**config.mk**
```make
export PLATFORM = sky130hd
export DESIGN_NAME = dscg_gate
export DESIGN_NICKNAME = d
export VERILOG_FILES = /design/src/verilog/dscg_pkg.sv /design/src/verilog/dscg_gate.sv
export VERILOG_INCLUDE_DIRS = /design/src /design/src/verilog
export SDC_FILE = /design/constraint.sdc
export NUM_CORES = 1
export LEC_CHECK = 0
export CORE_AREA = 2 2 93 95
export CTS_BUF_LIST = sky130_fd_sc_hd__clkbuf_8
export CTS_CLUSTER_DIAMETER = 30
export DETAILED_ROUTE_END_ITERATION = 8
export DIE_AREA = 0 0 95 97
export DONT_BUFFER_PORTS = 1
export PLACE_DENSITY_LB_ADDON = 0.3
export SLEW_MARGIN = 30
export SYNTH_ARGS = -nofsm -noshare
export SYNTH_HDL_FRONTEND = slang
export SYNTH_SLANG_ARGS = --single-unit
```
**constraint.sdc**
```tcl
create_clock -name clk_i -period 2.6 [get_ports clk_i]
set_input_delay 0.78 -clock clk_i [delete_from_list [all_inputs] [get_ports clk_i]]
set_output_delay 0.78 -clock clk_i [all_outputs]
set_load 0.01 [all_outputs]
```
**src/verilog/dscg_regs.svh**
```systemverilog
// Purpose: Register offsets, field positions, reset values and codes of the gate
// Assumes: Included by bare name; definitions only
// Notes: Word aligned byte offsets on a 32-bit Wishbone bus
`ifndef DSCG_REGS_SVH
`define DSCG_REGS_SVH

`define DSCG_OFS_DIAG 8'h00
`define DSCG_OFS_CTRL 8'h04
`define DSCG_OFS_EXC 8'h08

// Diagnostic field, nine bits in the low bits of its word
`define DSCG_DIAG_W 9
`define DSCG_PAR_DIS_BIT 0
`define DSCG_CE_BIT 1
`define DSCG_HIT_BIT 2
`define DSCG_NMI_BIT 3
`define DSCG_SOFT_RST_BIT 4
`define DSCG_TLB_CONF_BIT 5
`define DSCG_BOOT_VEC_BIT 6

// Control word
`define DSCG_USE0_BIT 0
`define DSCG_USE1_BIT 1
`define DSCG_USE2_BIT 2
`define DSCG_XEN_BIT 3

// Exception word
`define DSCG_EXC_CODE_LSB 0
`define DSCG_EXC_CE_LSB 8

`define DSCG_BOOT_VEC_RST 1'h1
`define DSCG_USE_RST 3'h0
`define DSCG_XEN_RST 1'h0

`define DSCG_EXC_RI 5'h0A
`define DSCG_EXC_CPU 5'h0B
`define DSCG_EXC_FPE 5'h0F
`define DSCG_EXC_NONE 5'h00

`define DSCG_CP0 2'h0
`define DSCG_CP1 2'h1
`define DSCG_CP2 2'h2
`define DSCG_CP3 2'h3

`define DSCG_TLB_N 64

`endif

```
**src/verilog/dscg_pkg.sv**
```systemverilog
// Purpose: Types shared by the diagnostic status and coprocessor gate
// Assumes: Used only with explicit package scope
// Notes: Classes are decoded by the core before they reach the gate
package dscg_pkg;

  typedef enum logic [2:0] {
    DSCG_CLS_OTHER = 3'h0,
    DSCG_CLS_COP0 = 3'h1,
    DSCG_CLS_FP = 3'h2,
    DSCG_CLS_FP_SECOND = 3'h3,
    DSCG_CLS_FP_BC_CMP = 3'h4,
    DSCG_CLS_CMOVE_FPCOND = 3'h5,
    DSCG_CLS_THIRD_COPROC = 3'h6,
    DSCG_CLS_FOURTH_COPROC = 3'h7
  } dscg_class_t;

  typedef enum logic [1:0] {
    DSCG_MODE_KERNEL = 2'h0,
    DSCG_MODE_SUPER = 2'h1,
    DSCG_MODE_USER = 2'h2,
    DSCG_MODE_USER_ALT = 2'h3
  } dscg_mode_t;

  typedef enum logic [1:0] {
    DSCG_TLB_IDLE = 2'h0,
    DSCG_TLB_INVAL = 2'h1,
    DSCG_TLB_STORE = 2'h2
  } dscg_tlb_state_t;

  typedef struct packed {
    logic valid;
    dscg_class_t cls;
    logic [2:0] cond_sel;
    dscg_mode_t mode;
  } dscg_instr_t;

  typedef struct packed {
    logic valid;
    logic fault;
    logic [4:0] code;
    logic [1:0] unit;
  } dscg_verdict_t;

endpackage

```
**src/verilog/dscg_gate.sv**
```systemverilog
// Purpose: Diagnostic status field and coprocessor usability gate
// Assumes: Core decodes instructions into classes; TLB supplies match vectors
// Notes: Wishbone classic slave, one wait state on every access
//
// Behaviour
// - Diagnostic field is nine bits holding cache and TLB self-test indications.
// - A TLB write matching another existing entry sets the conflict flag.
// - Conflicting entries, wired ones too, are invalidated before the new store.
// - Conflict flag is updated every TLB write; software reads it and clears it.
// - Reset, soft reset and NMI exceptions clear the conflict flag.
// - Soft reset and NMI set the indicator; origin bit is 1 for NMI.
// - Boot vector select picks normal vectors at 0, bootstrap vectors at 1.
// - Cache hit indicator records hit or miss of last secondary hit-invalidate.
// - Parity disable set suppresses cache parity and ECC exceptions.
// - Reserved diagnostic bits read zero; software writes zeros.
// - Three usability bits gate coprocessors 0 to 2; unusable access faults.
// - Kernel mode may always use coprocessor 0.
// - With floating point unusable every floating point instruction faults.
// - Second floating point opcode decodes as floating point with extended set.
// - Condition select above zero without extended set is unimplemented.
// - Conditional move on a floating condition faults when unit 1 is disabled.
// - Unit 2 instructions always fault; code depends on its usability bit.
// - Unit 3 operate without extended set is a reserved instruction.
// - User extended set enable makes extended instructions usable in user mode.
// - Coprocessor unusable faults report the referenced unit number.
`timescale 1ns/1ps
`include "dscg_regs.svh"

module dscg_gate #(
  parameter int TLB_N = `DSCG_TLB_N
) (
  input wire logic clk_i, // Core clock
  input wire logic rst_i, // Synchronous reset, active high
  input wire logic wb_cyc_i, // Wishbone cycle
  input wire logic wb_stb_i, // Wishbone strobe
  input wire logic wb_we_i, // Wishbone write enable
  input wire logic [7:0] wb_adr_i, // Wishbone byte address
  input wire logic [3:0] wb_sel_i, // Wishbone byte lanes
  input wire logic [31:0] wb_dat_i, // Wishbone write data
  output logic [31:0] wb_dat_o, // Wishbone read data
  output logic wb_ack_o, // Wishbone acknowledge
  input wire logic tlb_wr_i, // TLB write request pulse
  input wire logic [TLB_N-1:0] tlb_match_i, // Entries the new entry would match
  output logic tlb_busy_o, // TLB write in progress
  output logic [TLB_N-1:0] tlb_inval_o, // Entries to invalidate, one cycle
  output logic tlb_store_o, // Store the new entry, one cycle
  input wire logic rst_exc_i, // Reset exception taken
  input wire logic soft_rst_exc_i, // Soft reset exception taken
  input wire logic nmi_exc_i, // Nonmaskable interrupt exception taken
  input wire logic cop_done_i, // Secondary hit-invalidate op finished
  input wire logic cop_hit_i, // Tag match with valid state
  input wire logic perr_i, // Cache parity or ECC error seen
  output logic perr_exc_o, // Parity or ECC exception request
  output logic boot_vector_select_o, // Vector base select
  input wire dscg_pkg::dscg_instr_t instr_i, // Decoded instruction to check
  output dscg_pkg::dscg_verdict_t verdict_o // Check result
);

  typedef struct packed {
    logic [`DSCG_DIAG_W-1:0] diag;
    logic [2:0] cu;
    logic xen;
    logic [4:0] last_code;
    logic [1:0] last_unit;
    dscg_pkg::dscg_tlb_state_t tlb_st;
    logic [TLB_N-1:0] inval;
    logic store;
    logic perr_exc;
    dscg_pkg::dscg_verdict_t verdict;
    logic ack;
    logic [31:0] rdata;
  } dscg_state_t;

  dscg_state_t st;
  dscg_state_t next_st;

  logic access;
  logic wr_diag;
  logic wr_ctrl;
  logic [31:0] rd_val;
  logic kernel;
  logic ext_on;
  dscg_pkg::dscg_verdict_t chk;

  // Writable diagnostic bits; the rest read zero
  localparam logic [`DSCG_DIAG_W-1:0] DIAG_WMASK =
    `DSCG_DIAG_W'((1 << `DSCG_PAR_DIS_BIT) | (1 << `DSCG_HIT_BIT) | (1 << `DSCG_NMI_BIT) |
    (1 << `DSCG_SOFT_RST_BIT) | (1 << `DSCG_TLB_CONF_BIT) | (1 << `DSCG_BOOT_VEC_BIT));

  assign access = wb_cyc_i & wb_stb_i & ~st.ack;
  assign wr_diag = access & wb_we_i & (wb_adr_i == `DSCG_OFS_DIAG);
  assign wr_ctrl = access & wb_we_i & (wb_adr_i == `DSCG_OFS_CTRL) & wb_sel_i[0];

  assign kernel = (instr_i.mode == dscg_pkg::DSCG_MODE_KERNEL);
  // Supervisor and kernel always run the extended set
  assign ext_on = (instr_i.mode != dscg_pkg::DSCG_MODE_USER &&
                   instr_i.mode != dscg_pkg::DSCG_MODE_USER_ALT) | st.xen;

  always_comb begin
    rd_val = 32'h0;
    unique case (wb_adr_i)
      `DSCG_OFS_DIAG: begin
        rd_val[`DSCG_DIAG_W-1:0] = st.diag & DIAG_WMASK;
      end
      `DSCG_OFS_CTRL: begin
        rd_val[`DSCG_USE0_BIT] = st.cu[0];
        rd_val[`DSCG_USE1_BIT] = st.cu[1];
        rd_val[`DSCG_USE2_BIT] = st.cu[2];
        rd_val[`DSCG_XEN_BIT] = st.xen;
      end
      `DSCG_OFS_EXC: begin
        rd_val[`DSCG_EXC_CODE_LSB +: 5] = st.last_code;
        rd_val[`DSCG_EXC_CE_LSB +: 2] = st.last_unit;
      end
      default: begin
        rd_val = 32'h0;
      end
    endcase
  end

  // Check is combinational from the request; verdict_o registers it one cycle later
  always_comb begin
    chk.valid = instr_i.valid;
    chk.fault = 1'b0;
    chk.code = `DSCG_EXC_NONE;
    chk.unit = `DSCG_CP0;
    unique case (instr_i.cls)
      dscg_pkg::DSCG_CLS_OTHER: begin
        chk.fault = 1'b0;
      end
      dscg_pkg::DSCG_CLS_COP0: begin
        if (!kernel && !st.cu[0]) begin
          chk.fault = 1'b1;
          chk.code = `DSCG_EXC_CPU;
          chk.unit = `DSCG_CP0;
        end
      end
      dscg_pkg::DSCG_CLS_FP, dscg_pkg::DSCG_CLS_CMOVE_FPCOND: begin
        if (!st.cu[1]) begin
          chk.fault = 1'b1;
          chk.code = `DSCG_EXC_CPU;
          chk.unit = `DSCG_CP1;
        end
      end
      dscg_pkg::DSCG_CLS_FP_BC_CMP: begin
        if (!st.cu[1]) begin
          chk.fault = 1'b1;
          chk.code = `DSCG_EXC_CPU;
          chk.unit = `DSCG_CP1;
        end else if (instr_i.cond_sel != 3'h0 && !ext_on) begin
          chk.fault = 1'b1;
          chk.code = `DSCG_EXC_FPE;
          chk.unit = `DSCG_CP1;
        end
      end
      dscg_pkg::DSCG_CLS_FP_SECOND, dscg_pkg::DSCG_CLS_FOURTH_COPROC: begin
        if (!ext_on) begin
          chk.fault = 1'b1;
          chk.code = `DSCG_EXC_RI;
          chk.unit = `DSCG_CP3;
        end else if (!st.cu[1]) begin
          chk.fault = 1'b1;
          chk.code = `DSCG_EXC_CPU;
          chk.unit = `DSCG_CP1;
        end
      end
      dscg_pkg::DSCG_CLS_THIRD_COPROC: begin
        chk.fault = 1'b1;
        chk.unit = `DSCG_CP2;
        chk.code = st.cu[2] ? `DSCG_EXC_RI : `DSCG_EXC_CPU;
      end
    endcase
    if (!instr_i.valid) begin
      chk.fault = 1'b0;
      chk.code = `DSCG_EXC_NONE;
      chk.unit = `DSCG_CP0;
    end
  end

  always_comb begin
    next_st = st;
    next_st.store = 1'b0;
    next_st.inval = '0;

    // Bus: one wait state, ack drops the cycle after it was given
    next_st.ack = access;
    if (access) begin
      next_st.rdata = rd_val;
    end
    if (wr_diag && wb_sel_i[0]) begin
      next_st.diag[7:0] = wb_dat_i[7:0] & DIAG_WMASK[7:0];
    end
    if (wr_diag && wb_sel_i[1]) begin
      next_st.diag[8] = wb_dat_i[8] & DIAG_WMASK[8];
    end
    if (wr_ctrl) begin
      next_st.cu = {wb_dat_i[`DSCG_USE2_BIT], wb_dat_i[`DSCG_USE1_BIT],
                    wb_dat_i[`DSCG_USE0_BIT]};
      next_st.xen = wb_dat_i[`DSCG_XEN_BIT];
    end

    // Hardware events follow the software write so they win a tie
    if (cop_done_i) begin
      next_st.diag[`DSCG_HIT_BIT] = cop_hit_i;
    end
    next_st.perr_exc = perr_i & ~st.diag[`DSCG_PAR_DIS_BIT];

    unique case (st.tlb_st)
      dscg_pkg::DSCG_TLB_IDLE: begin
        if (tlb_wr_i) begin
          next_st.diag[`DSCG_TLB_CONF_BIT] = |tlb_match_i;
          if (|tlb_match_i) begin
            next_st.inval = tlb_match_i;
            next_st.tlb_st = dscg_pkg::DSCG_TLB_INVAL;
          end else begin
            next_st.store = 1'b1;
            next_st.tlb_st = dscg_pkg::DSCG_TLB_STORE;
          end
        end
      end
      dscg_pkg::DSCG_TLB_INVAL: begin
        // Store only after the clash is gone
        next_st.store = 1'b1;
        next_st.tlb_st = dscg_pkg::DSCG_TLB_STORE;
      end
      dscg_pkg::DSCG_TLB_STORE: begin
        next_st.tlb_st = dscg_pkg::DSCG_TLB_IDLE;
      end
      default: begin
        next_st.tlb_st = dscg_pkg::DSCG_TLB_IDLE;
      end
    endcase

    if (soft_rst_exc_i || nmi_exc_i) begin
      next_st.diag[`DSCG_SOFT_RST_BIT] = 1'b1;
      next_st.diag[`DSCG_NMI_BIT] = nmi_exc_i;
      next_st.diag[`DSCG_BOOT_VEC_BIT] = `DSCG_BOOT_VEC_RST;
    end
    if (rst_exc_i) begin
      next_st.diag[`DSCG_SOFT_RST_BIT] = 1'b0;
      next_st.diag[`DSCG_NMI_BIT] = 1'b0;
      next_st.diag[`DSCG_BOOT_VEC_BIT] = `DSCG_BOOT_VEC_RST;
    end
    if (rst_exc_i || soft_rst_exc_i || nmi_exc_i) begin
      next_st.diag[`DSCG_TLB_CONF_BIT] = 1'b0;
    end

    next_st.verdict = chk;
    if (chk.fault) begin
      next_st.last_code = chk.code;
      next_st.last_unit = chk.unit;
    end
  end

  always_ff @(posedge clk_i) begin
    if (rst_i) begin
      st <= '0;
      st.diag[`DSCG_BOOT_VEC_BIT] <= `DSCG_BOOT_VEC_RST;
      st.cu <= `DSCG_USE_RST;
      st.xen <= `DSCG_XEN_RST;
      st.tlb_st <= dscg_pkg::DSCG_TLB_IDLE;
    end else begin
      st <= next_st;
    end
  end

  assign wb_ack_o = st.ack;
  assign wb_dat_o = st.rdata;
  assign tlb_busy_o = (st.tlb_st != dscg_pkg::DSCG_TLB_IDLE);
  assign tlb_inval_o = st.inval;
  assign tlb_store_o = st.store;
  assign perr_exc_o = st.perr_exc;
  assign boot_vector_select_o = st.diag[`DSCG_BOOT_VEC_BIT];
  assign verdict_o = st.verdict;

endmodule

```
==> metrics list, run 1 <==
- Clock Latency Late Sink: 0.36 ns
* # hold bufs at CTS: 0
- The final critical path takes up between 80% and 90% of the cycle.
- Synth Area per Inst: around 9.8 sq um
- Number of endpoints with negative hold slack in the final report: 0
- The library cell used most frequently in the layout, excluding fill and tap cells, is sky130_fd_sc_hd__dfxtp_1.
* RSZ-0062 raised after global routing: false
* Total of warnings raised by yosys: 0
- For this configuration, the core starts out at a cell density of 50.9%.
* Fraction of power spent switching nets: 23.8%
* Estimated wirelength of the detail-placed design: 5950 um
- H-tree level count: 3
* Data arrival time of the critical path: between 2 and 2.5 ns
- Sequential share of power: between 50% and 60%
- Number of buffers added by the clock tree synthesis step: 9
- In the final routed layout, each cell accounts on average for between 15 and 20 um.
* Area share of the leading cell type in the synthesized netlist: between 40 and 50%
- The worst path in the final design needs a cycle of ~2.1 ns, including I/O delays and setup.
- In this run the power spent charging and discharging nets is around 660 uW.
- Number of cells on the worst hold path: 1
* Hold Path End: st[109]$_SDFFE_PP0P_
* Cell area after synthesis: a little over 0.004 sq mm
- Combined buffer and inverter count along the critical path: 1
- The count of nets left with antenna violations once routing finished came out at 0.
* CP max FO: 4
- Worst slew margin relative to its limit: 67.9%
- Final core utilization: a little under half
- Kind of critical path: in2reg
- Derived from the worst setup path, the maximum achievable clock frequency is 475 MHz.
* CTS Root Cell: sky130_fd_sc_hd__clkbuf_8
* Global router's overall resource usage: approximately 16%
* Synth-to-layout area growth: -8.32%
- Ranked by total cell area, the synthesized netlist is headed by sky130_fd_sc_hd__dfxtp_1 (48%), sky130_fd_sc_hd__buf_4 (19%), sky130_fd_sc_hd__and2_1 (9.8%).
- TritonCTS built the clock tree.
* Highest-count cells in the layout ignoring fill and taps: sky130_fd_sc_hd__dfxtp_1 (99), sky130_fd_sc_hd__and2_1 (65), sky130_fd_sc_hd__conb_1 (24)
- Req. time, crit path: 2.86 ns
- Filler cell count in the final layout: 767
* Static Leak: between 0.0015 and 0.002 uW
* Proportion of synthesized chip area in sequential cells: a little under half
- Number of cells in the finished layout apart from fillers: 456
- In this run the deepest clock path goes through 2 buffers.
* X dimension of the die: around 95 um
- Maximum number of pins on one net before global-route repair: about 50
- The tightest min-delay check is of the reg2reg type.
* Final-stage net count: ~480
* Via count of the first global-routing pass: about 2300
- Global routing finished with a remaining overflow of 0.
- Setup slack on the worst flop-to-flop path: about 0.77 ns
- DR iter-0 viols: 92
* Number of antenna violations at the first check in global routing: 0
- Slew at the pin with the worst max-slew slack: about 0.47 ns
* # DRC: 0
- The run finished with clean final reports.
- Top-level I/O count: around 240
- Distinct cell type count of the synthesized netlist: between 40 and 50
- Setup violations remaining at the end of the flow were counted as 0.
- Clock power share: a little over a third
* Number of max-slew violations in the final report: 0
* Post-cts gate resize count: 0
- Total via count after detailed routing: roughly 2300
- The first global-routing pass estimated roughly 11000 um of wire.
* CP max stage cell: sky130_fd_sc_hd__or4_4
* Clock-pin slew on the worst setup and hold paths: 0.09 ns
- Clock sink count: 99
- Of the cells placed in the final design, the portion with a size suffix greater than 1 is between 9 and 10%.
* Setup TNS: 0 ns
- The floorplan step defined a die boundary enclosing slightly above 0.009 sq mm.
* Logic pwr share: 4.9%
* Global placer's final weighted congestion: 0.850
* Skew final: between 0.01 and 0.015 ns
- Row Count: 33
* PD cells: approximately 730 mW/mm^2
- Buffers added to address setup during post-CTS repair amount to 0.
- R2r endpoint: st[114]$_SDFFE_PP0P_
- Number of cells produced by synthesis: approximately 420
* Worst setup SP type: input pin
- The synthesized design contains 99 register bits.
* First-pass detailed-route iteration total: 4
- In this run, placement finished with an instance count of 440.
* Critical R2R Launch: st[117]$_SDFFE_PP0P_
- Number of violations of the max-capacitance limit: 0
- Worst vdd ir: ~0.26 mV
* Die height: slightly below 100 um
- The worst hold path begins at st[109]$_SDFFE_PP0P_.
- STA classifies the critical path endpoint as a flop.
- The largest total area in the synthesized netlist belongs to sky130_fd_sc_hd__dfxtp_1.
- N_diodes: 0
- Via/cell ratio: 5.09
- On the critical path the largest part of the delay comes from simple AND/OR/NAND/NOR gates.
- Worst path max stage delay: roughly 0.57 ns
- In this run the tool buffered the top-level ports with 0 buffer cells.
* Internal power summed over all cells: ~2100 uW
* Total core area: roughly 0.0081 sq mm
- Summed over all layers, the routed wires come to between 7000 and 8000 um.
- Measured in cells, the most critical reg-to-reg path has a length of 5.
* Cell-by-cell listing of the critical path: or4_4 > nor4_4 > buf_4 > mux2_4 > mux2i_1 > nor2_1
## state kept, by name (all words and copies together), names as in the netlist
signal,flops
boot_vector_select_o,1
perr_exc_o,1
st,16
tlb_inval_o,64
tlb_store_o,1
verdict_o,6
wb_ack_o,1
wb_dat_o,9
## power groups by stage
stage	combinational (uW)	sequential [uW]	clock, uW
2_1_floorplan	235	1620	0
6_report	135	1620	1020
3_5_place_dp	135	1660	0
3_3_place_gp	131	1660	0
4_1_cts	135	1630	1050
5_1_grt	152	1630	1110
## cells by family after synthesis
logic type,after synthesis,share of synthesized area [%]
AOI/OAI and AO/OA,31,5.29
buffers and inverters,122,20.6
DFF,99,47.9
muxes,14,3.54
other,1,0.0906
and+or+nand+nor,157,22.6
## metrics by stage
step	setup WS (ns)	cell area [sq um]	hold WS (ns)	total power (uW)
2_1_floorplan	0.0515	4220	0.420	1860
3_3_place_gp	0.118	3580	0.435	1790
3_5_place_dp	0.116	3580	0.444	1800
4_1_cts	0.507	3790	0.457	2810
5_1_grt	0.397	3790	0.465	2890
6_report	0.494	3790	0.454	2780
## worst max-delay path by stage
stage	slack [ns]	depth (start not counted)	to	from
CTS	0.51	6	st[123]$_SDFFE_PP0P_	wb_adr_i[1]
global route	0.40	6	st[123]$_SDFFE_PP0P_	wb_adr_i[1]
finish	0.49	6	st[123]$_SDFFE_PP0P_	wb_adr_i[1]
global placement	0.12	6	st[123]$_SDFFE_PP0P_	wb_adr_i[1]
detailed placement	0.12	6	st[123]$_SDFFE_PP0P_	wb_adr_i[1]
floorplan	0.05	4	st[125]$_SDFFE_PP0P_	wb_adr_i[1]
## layer usage
| metal | part of all wire, % | vias to the layer above | global-route usage, % |
|---|---|---|---|
| met2 | 48 | 140 | 26.4 |
| met3 | 11 | 8 | 5.76 |
| met4 | 1.5 | 0 | 6.69 |
| met1 | 40 | 1045 | 18.8 |
| li1 | - | 1130 | - |
| met5 | 0 | - | 0 |
## Yosys cell counts (all sizes together)
master,count
nor2b,4
or3,2
a31oi,4
clkbuf,13
and2,65
conb,1
a22oi,3
nor3,4
o21ba,1
and3,2
o22a,3
a21oi,6
mux2,2
o21ai,4
o21a,1
nor2,23
nand4,5
nand3,3
or4,1
o32a,1
dfxtp,99
nor4,19
and3b,1
a2111oi,1
a32oi,3
a21o,1
nand2b,2
o211ai,1
a31o,1
buf,106
nor4b,1
nor3b,4
nand2,14
or4bb,1
inv,3
nand3b,2
mux2i,12
o31a,1
or4b,1
or2,3
## area by class of cell
class | count | area (sq um) | area share, %
Tap cell | 105 | 131 | 3.46
Inverter | 3 | 11.3 | 0.297
Multi-Input combinational cell | 226 | 1390 | 36.7
Clock buffer | 10 | 138 | 3.63
Clock inverter | 6 | 72.6 | 1.91
Timing Repair Buffer | 7 | 65.1 | 1.72
Sequential cell | 99 | 1980 | 52.2
Power figures use the tool's default switching activity.
==> run 2, diff against run 1 <==
- ABC_AREA: default -> 1
- clock period: 2.6 -> 2 ns (I/O delays scaled with it)
==> run 2 against run 1 <==
Net effect:
- worst hold slack lost 0.15 ns
- synthesized cell count up 33%
- area after synthesis rose by 5.5%
- via count grew 21%
- non-clock buffer count decreased by 2
- global-route usage is 1.0 points higher
- register-to-register slack got worse by 0.23 ns
- sequential power rose by 31%
- core utilization is 1.9 points higher
- critical endpoint is now tlb_busy_o
- clock power rose by 13%
- total power up 26%
==> metrics list, run 2 <==
- Synth-to-layout area growth: -9.63%
* Drt wl/cell: about 13 um
- Data arrival time of the critical path: approximately 0.91 ns
* Internal power summed over all cells: 2590 uW
- H-tree level count: 3
* Logic pwr share: 6.7%
- Among all flip-flop cells after synthesis, the most frequent one is sky130_fd_sc_hd__dfxtp_1.
- Top-level I/O count: between 200 and 250
* Total setup violations reported at the end of the flow: 0
* Buffers added on ports: 0
- Of the total power, the share spent switching nets is 26.2%.
* Estimated wirelength of the detail-placed design: between 6000 and 7000 um
- Peak clock frequency supported by timing: roughly 660 MHz
- PD cells: about 890 mW/mm^2
- The worst setup path is captured at an output port.
* Via count of the first global-routing pass: between 2000 and 3000
* Cell-by-cell listing of the critical path: nor2_1 > inv_1
- Highest-count cells in the layout ignoring fill and taps: sky130_fd_sc_hd__dfxtp_1 (99), sky130_fd_sc_hd__nor2_1 (95), sky130_fd_sc_hd__inv_1 (89)
- Ratio of cells with drive above 1 in the final layout: between 9 and 10%
- Sequential share of power: between 60% and 70%
- Starting Density: around 54%
- The library cell used most frequently in the layout, excluding fill and tap cells, is sky130_fd_sc_hd__dfxtp_1.
- Switching component of the power: a little over 900 uW
* Total via count after detailed routing: around 2800
- CTS Root Cell: sky130_fd_sc_hd__clkbuf_8
- Among all stages on the critical path, the largest delay is contributed by sky130_fd_sc_hd__dfxtp_1.
* Most frequent cells after synthesis: sky130_fd_sc_hd__buf_4 (105), sky130_fd_sc_hd__dfxtp_1 (99), sky130_fd_sc_hd__nor2_1 (95)
- In this run the worst path has a maximum fanout of 2.
- After Yosys synthesis, full adders, half adders and majority gates account for 0% of the synthesized area.
- Most numerous cell in the Yosys netlist: sky130_fd_sc_hd__buf_4
* Post-route antenna net violation count: 0
- Post-synth ARST share: 0%
- At the end of the flow, the number of nets in the layout was around 620.
- Global router's overall resource usage: around 17%
- GR Overflow Total: 0
* Filler cell count in the final layout: 809
- In the routed design, unresolved DRC markers number 0.
- Cell area after synthesis: around 0.0044 sq mm
- Synthesis inferred between 90 and 100 register bits.
- The run finished with clean final reports.
* Combined buffer and inverter count along the critical path: 1
* Area enclosed by the die boundary: 0.00922 sq mm
- Clock power share: around a third
- Counting every instance in the synthesized netlist gives roughly 570.
* Post-synthesis share of cell area spent on xor and xnor gates: 0%
- Number of violations of the max-capacitance limit: 0
- In this run the vertical extent of the chip is just under 100 um.
* # hold bufs at CTS: 0
- Complex-gate fraction of the synthesized area: between 4 and 5%
* Worst setup SP type: flop
* Global placer's final weighted congestion: around 0.78
- The path class of the tightest hold or removal check is in2reg.
* DR iter-0 viols: slightly below 80
- The clock reaches the later pin of the worst-skew pair after roughly 0.36 ns.
* Multi-input gate area: 0.00123 sq mm
- The first global-routing pass estimated around 12000 um of wire.
- Min Hold Slack: around 0.30 ns
- Registers take ~0.0020 sq mm.
* Multiplexer share of the synthesized area: 0%
- By area, the combinational part of the netlist is dominated by buffers and inverters.
- The synthesized design devotes to its leading area cell type a little under half of total area.
- During synthesis, Yosys emitted a total of 0 warnings.
* Req. time, crit path: around 1.4 ns
- For this run, the detailed router's first-pass iteration total came to 4.
* Kind of critical path: reg2out
- Skew final: about 0.011 ns
- After Yosys synthesis, and, or, nand and nor cells account for a little over a fifth of the synthesized area.
- Number of endpoints with negative hold slack in the final report: 0
- Maximum number of pins on one net before global-route repair: just over 40
- Clock-pin slew on the worst setup and hold paths: 0.10 ns
- Post-synth EDFFs: 0
* Largest register FFs: 64
* RSZ-0062 raised after global routing: false
* Worst vdd ir: a little over 0.3 mV
- Worst path max stage delay: between 0.3 and 0.4 ns
* Proportion of synthesized chip area in sequential cells: 45.4%
- Tcrit/Tclk final: approximately three quarters
- The number of slew-limit violations in the final report is 0.
* Total setup buffers inserted after CTS: 0
- Total core area: 0.00813 sq mm
- Row generation in the floorplan step produced 33 rows.
- Synth Area per Inst: 7.71 sq um
* Clock sink count: 99
* Maximum root-to-sink buffer count: 2
* N_diodes: 0
- Broken down by cell family, the worst path's largest delay share belongs to flip-flops.
- Distinct cell type count of the synthesized netlist: 27
- Gates resized during post-CTS repair numbered 0.
- Crit path time final: 1.51 ns
- The routed design has 8040 um of wire.
- Setup TNS: 0 ns
- Number of antenna violations at the first check in global routing: 0
* Static Leak: 0.00193 uW
* Top post-synthesis cells by area: sky130_fd_sc_hd__dfxtp_1 (45%), sky130_fd_sc_hd__buf_4 (18%), sky130_fd_sc_hd__nor2_1 (8.2%)
- Number of buffers added by the clock tree synthesis step: 9
- Post-synth top area cell: sky130_fd_sc_hd__dfxtp_1
- After detailed routing, the number of vias per cell comes to 4.70.
- X dimension of the die: 95 um
* Clock tree from TritonCTS: yes
run 2: cell types whose count changed after synthesis, sizes merged, moves of 12 or more:
cell   change
nor2      +83
nor4      -18
mux2i     -12
a21oi     +15
inv       +94
and2      -65
nand3     +29
nand2     +41
run 2: logic make-up after synthesis:
family,Yosys count
other,1
AND/OR/NAND/NOR,216
flip-flops,99
AO/OA/AOI/OAI,37
buffers and inverters,213
run 2: layout make-up:
cell class                 instances  area share, %
multi-input combinational        277           31.2
inverter                          97           9.23
clock inverter                     7           1.30
sequential                        99           50.2
timing repair buffer               5           1.59
clock buffer                       9           3.14
tap                              105           3.33
run 2: power by group through the flow:
| stage | logic [uW] | registers (uW) | clock network, uW |
|---|---|---|---|
| after floorplan | 363 | 2120 | 0 |
| after global placement | 230 | 2170 | 0 |
| after detailed placement | 237 | 2170 | 0 |
| after CTS | 238 | 2120 | 1200 |
| after global routing | 275 | 2130 | 1280 |
| final | 237 | 2120 | 1150 |
run 2: worst paths after layout:
kind,slack (ns),startpoint,endpoint,depth (start not counted)
setup / recovery,0.49,st[109]$_SDFFE_PP0P_,tlb_busy_o,2
hold / removal,0.30,rst_i,verdict_o[1]$_SDFF_PP0_,1
setup reg to reg,0.54,wb_ack_o$_SDFF_PP0_,st[117]$_SDFFE_PP0P_,6
hold reg to reg,0.46,st[121]$_SDFFE_PP0N_,perr_exc_o$_SDFF_PP0_,1
run 2: metal layers:
metal	track usage [%]	vias to the layer above	wire [um]
met1	18.9	1235	3240
met4	5.91	0	117
met3	6.23	12	730
met5	0	-	0
li1	-	1432	-
met2	29.6	138	3950
run 2: per-stage QoR:
| step | power (uW) | instances | cell area, sq um | worst slack [ns] | utilization [%] |
|---|---|---|---|---|---|
| detailed placement | 2410 | 583 | 3770 | 0.184 | 46.4 |
| CTS | 3560 | 599 | 3950 | 0.461 | 48.5 |
| floorplan | 2480 | 589 | 4450 | 0.422 | - |
| finish | 3510 | 599 | 3950 | 0.492 | 48.5 |
| global placement | 2400 | 583 | 3770 | 0.202 | 46.4 |
| global route | 3690 | 599 | 3950 | 0.314 | 48.5 |
==> run 3, diff against run 2 <==
- ABC_AREA: 1 -> 0
- clock period: 2 -> 1.29 ns (I/O delays scaled with it)
==> run 3 against run 2 <==
Net effect:
- the run now ends with negative setup slack left
- register-to-register slack got worse by 0.87 ns
- worst setup slack got worse by 0.86 ns
- combinational power rose by 140%
- clock-buffer cell count did not move
- sequential cell count did not move
- critical endpoint is now st[125]$_SDFFE_PP0P_
- largest power group unchanged
- total power rose by 64%
- largest cell class unchanged
==> metrics list, run 3 (same netlist as run 1, synthesis figures left out) <==
- Entering global routing, the biggest net connects 26 pins.
* Number of violations of the max-capacitance limit: 0
- Count of placed standard cells including taps: ~460
- Global routing consumed, on the met3 layer, about 6.8% of the routing resources.
* DR iter-0 viols: 55
- Clock sink count: 99
* Worst setup SP type: input pin
- Area enclosed by the die boundary: slightly above 0.009 sq mm
- RSZ-0062 raised after global routing: true
- Number of buffers added by the clock tree synthesis step: 9
- In this run the remaining antenna-violating nets after routing total 0.
- Peak clock frequency supported by timing: between 600 and 700 MHz
- Summing over every cut layer, the via total after detailed routing is roughly 2600.
* Data arrival time of the critical path: between 1.5 and 2 ns
- Cell-by-cell listing of the critical path: or4bb_4 > nor4_4 > buf_4 > mux2_4 > o31a_1
- Critical Path Sink Type: flop
- Cells with a size suffix above 1 make up approximately 46% of the layout.
* Wire length of the first global-routing pass: ~14000 um
* Number of max-slew violations in the final report: 0
* Met1 usage: 22.6%
- Worst vdd ir: ~0.60 mV
- Setup slack after layout: -0.372 ns
- Global router's overall resource usage: between 10% and 20%
- The count of buffers added on input and output ports is 0.
* CP max stage cell: sky130_fd_sc_hd__or4bb_4
- The number of failing hold endpoints at the final stage is 0.
* Synth-to-layout area growth: 16.3%
* Static Leak: between 0.0015 and 0.002 uW
- Total setup violations reported at the end of the flow: 86
- In this run the worst path has a maximum fanout of 8.
- Starting Density: approximately half
- Number of cells in the finished layout apart from fillers: between 400 and 500
* Maximum root-to-sink buffer count: 2
* Crit path time final: between 1.5 and 2 ns
- Hold repair after CTS inserted 0 buffers.
- N_diodes: 0
* Worst path max stage delay: about 0.53 ns
* Clock Latency Late Sink: between 0.3 and 0.4 ns
* Via count of the first global-routing pass: ~2600
- The total area inside the core boundary comes to roughly 0.008 sq mm.
- Number of antenna violations at the first check in global routing: 0
* Estimated wirelength of the detail-placed design: between 6000 and 7000 um
* Die height: roughly 97 um
- The clock tree synthesis step divided the H-tree into 3 levels.
- Violations in the final reports: negative setup slack
* PD cells: between 1000 and 1500 mW/mm^2
* Top-level I/O count: between 200 and 250
- The library cells used most frequently in the layout, excluding fill and tap cells, are sky130_fd_sc_hd__dfxtp_1 (92), sky130_fd_sc_hd__and2_4 (63), sky130_fd_sc_hd__buf_4 (26).
- Data on the critical path is required at its endpoint by about 1.5 ns.
* Layer with the highest usage after global routing: met2
- GR Overflow Total: 0
* CTS Root Cell: sky130_fd_sc_hd__clkbuf_8
- After detailed routing, the number of vias per cell comes to 5.20.
* Leading cell type in the layout, fill and taps excluded: sky130_fd_sc_hd__dfxtp_1
- The die is around 95 um wide.
- At the end of the flow, the number of nets in the layout was a little over 500.
- Drt wl/cell: ~19 um
* Clock tree from TritonCTS: yes
* Min Hold Slack: about 0.09 ns
- In the routed design, unresolved DRC markers number 0.
- Outcome: finished with violations
* First-pass detailed-route iteration total: 4
* Worst hold-check path type: in2reg
* Total wire length after detailed routing: slightly above 9000 um
- Setup slack on the worst reg-to-reg path comes out at -0.33 ns.
- Setup TNS: -19.72 ns
- Largest register FFs: 64
- After layout, the worst path uses 129% of the clock period.
- The worst setup path is of the in2reg kind.
- Between clock sinks in the finished design, the worst skew comes to roughly 0.01 ns.
- Global placer's final weighted congestion: 0.850
- In this run the core area contains 33 standard-cell rows.
- Clock-pin slew on the worst setup and hold paths: roughly 0.10 ns
- Global-route met2 utilization: between 30% and 40%
-- run 3: cell types whose count changed in the layout (fill, tap and decap cells not counted), moves of 12 or more --
cell                      before  now
sky130_fd_sc_hd__mux2i_1       0   12
sky130_fd_sc_hd__nand2_1      54   13
sky130_fd_sc_hd__a21oi_1      21    2
sky130_fd_sc_hd__inv_1        89    2
sky130_fd_sc_hd__and2_4        0   63
sky130_fd_sc_hd__buf_4         3   26
sky130_fd_sc_hd__nand3_1      30    2
sky130_fd_sc_hd__nor2_1       95   20
-- run 3: final cells by class --
cell class | instances | area (sq um)
fillers | 654 | 3320
multi-input cells | 226 | 1890
well taps | 105 | 131
inverters | 3 | 13.8
clock buffers | 9 | 124
flip-flops and latches | 99 | 1990
clock inverters | 7 | 67.6
repair buffers | 49 | 597
-- run 3: metal layers --
layer / vias up / wire [um] / part of all wire (%)
li1: 1213 / - / -
met5: - / 0 / 0
met1: 1224 / 3550 / 39
met2: 133 / 4640 / 50
met3: 22 / 781 / 8.5
met4: 0 / 248 / 2.7
-- run 3: worst paths after layout --
check / from / end / depth (start not counted)
worst max-delay path: wb_adr_i[2] / st[125]$_SDFFE_PP0P_ / 5
worst min-delay path: rst_i / wb_dat_o[8]$_SDFFE_PP0N_ / 1
worst max register to register: wb_ack_o$_SDFF_PP0_ / st[125]$_SDFFE_PP0P_ / 6
worst min register to register: st[121]$_SDFFE_PP0N_ / perr_exc_o$_SDFF_PP0_ / 1
-- run 3: what timing repair did --
item | in CTS | in global routing
gates cloned | 7 | 3
endpoints found under the setup margin | 96 | 99
pin swaps | 19 | 14
setup buffers | 18 | 3
gates resized for setup | 92 | 44
-- run 3: where the power goes --
part | leakage (uW) | switching [uW] | internal (uW)
Combinational | 0.00108 | 230 | 350
Sequential | 0.000812 | 105 | 3180
Clock | 0.0000997 | 1140 | 756
Total | 0.00199 | 1480 | 4280
-- run 3: per-stage QoR --
step,setup slack (ns),instance area (sq um),util (%),total power [uW]
4_1_cts,-0.344,4730,58.2,5810
6_report,-0.372,4810,59.2,5760
5_1_grt,-0.407,4810,59.2,6030
3_3_place_gp,-0.707,3840,47.2,3670
3_5_place_dp,-0.740,3840,47.2,3680
2_1_floorplan,-0.865,4380,-,3790
-- run 3: worst max-delay path, delay by kind of cell --
kind            cells  cell delay, ns
compound gates      1            0.23
simple gates        2            0.83
mux                 1            0.29
buf+inv             1            0.17
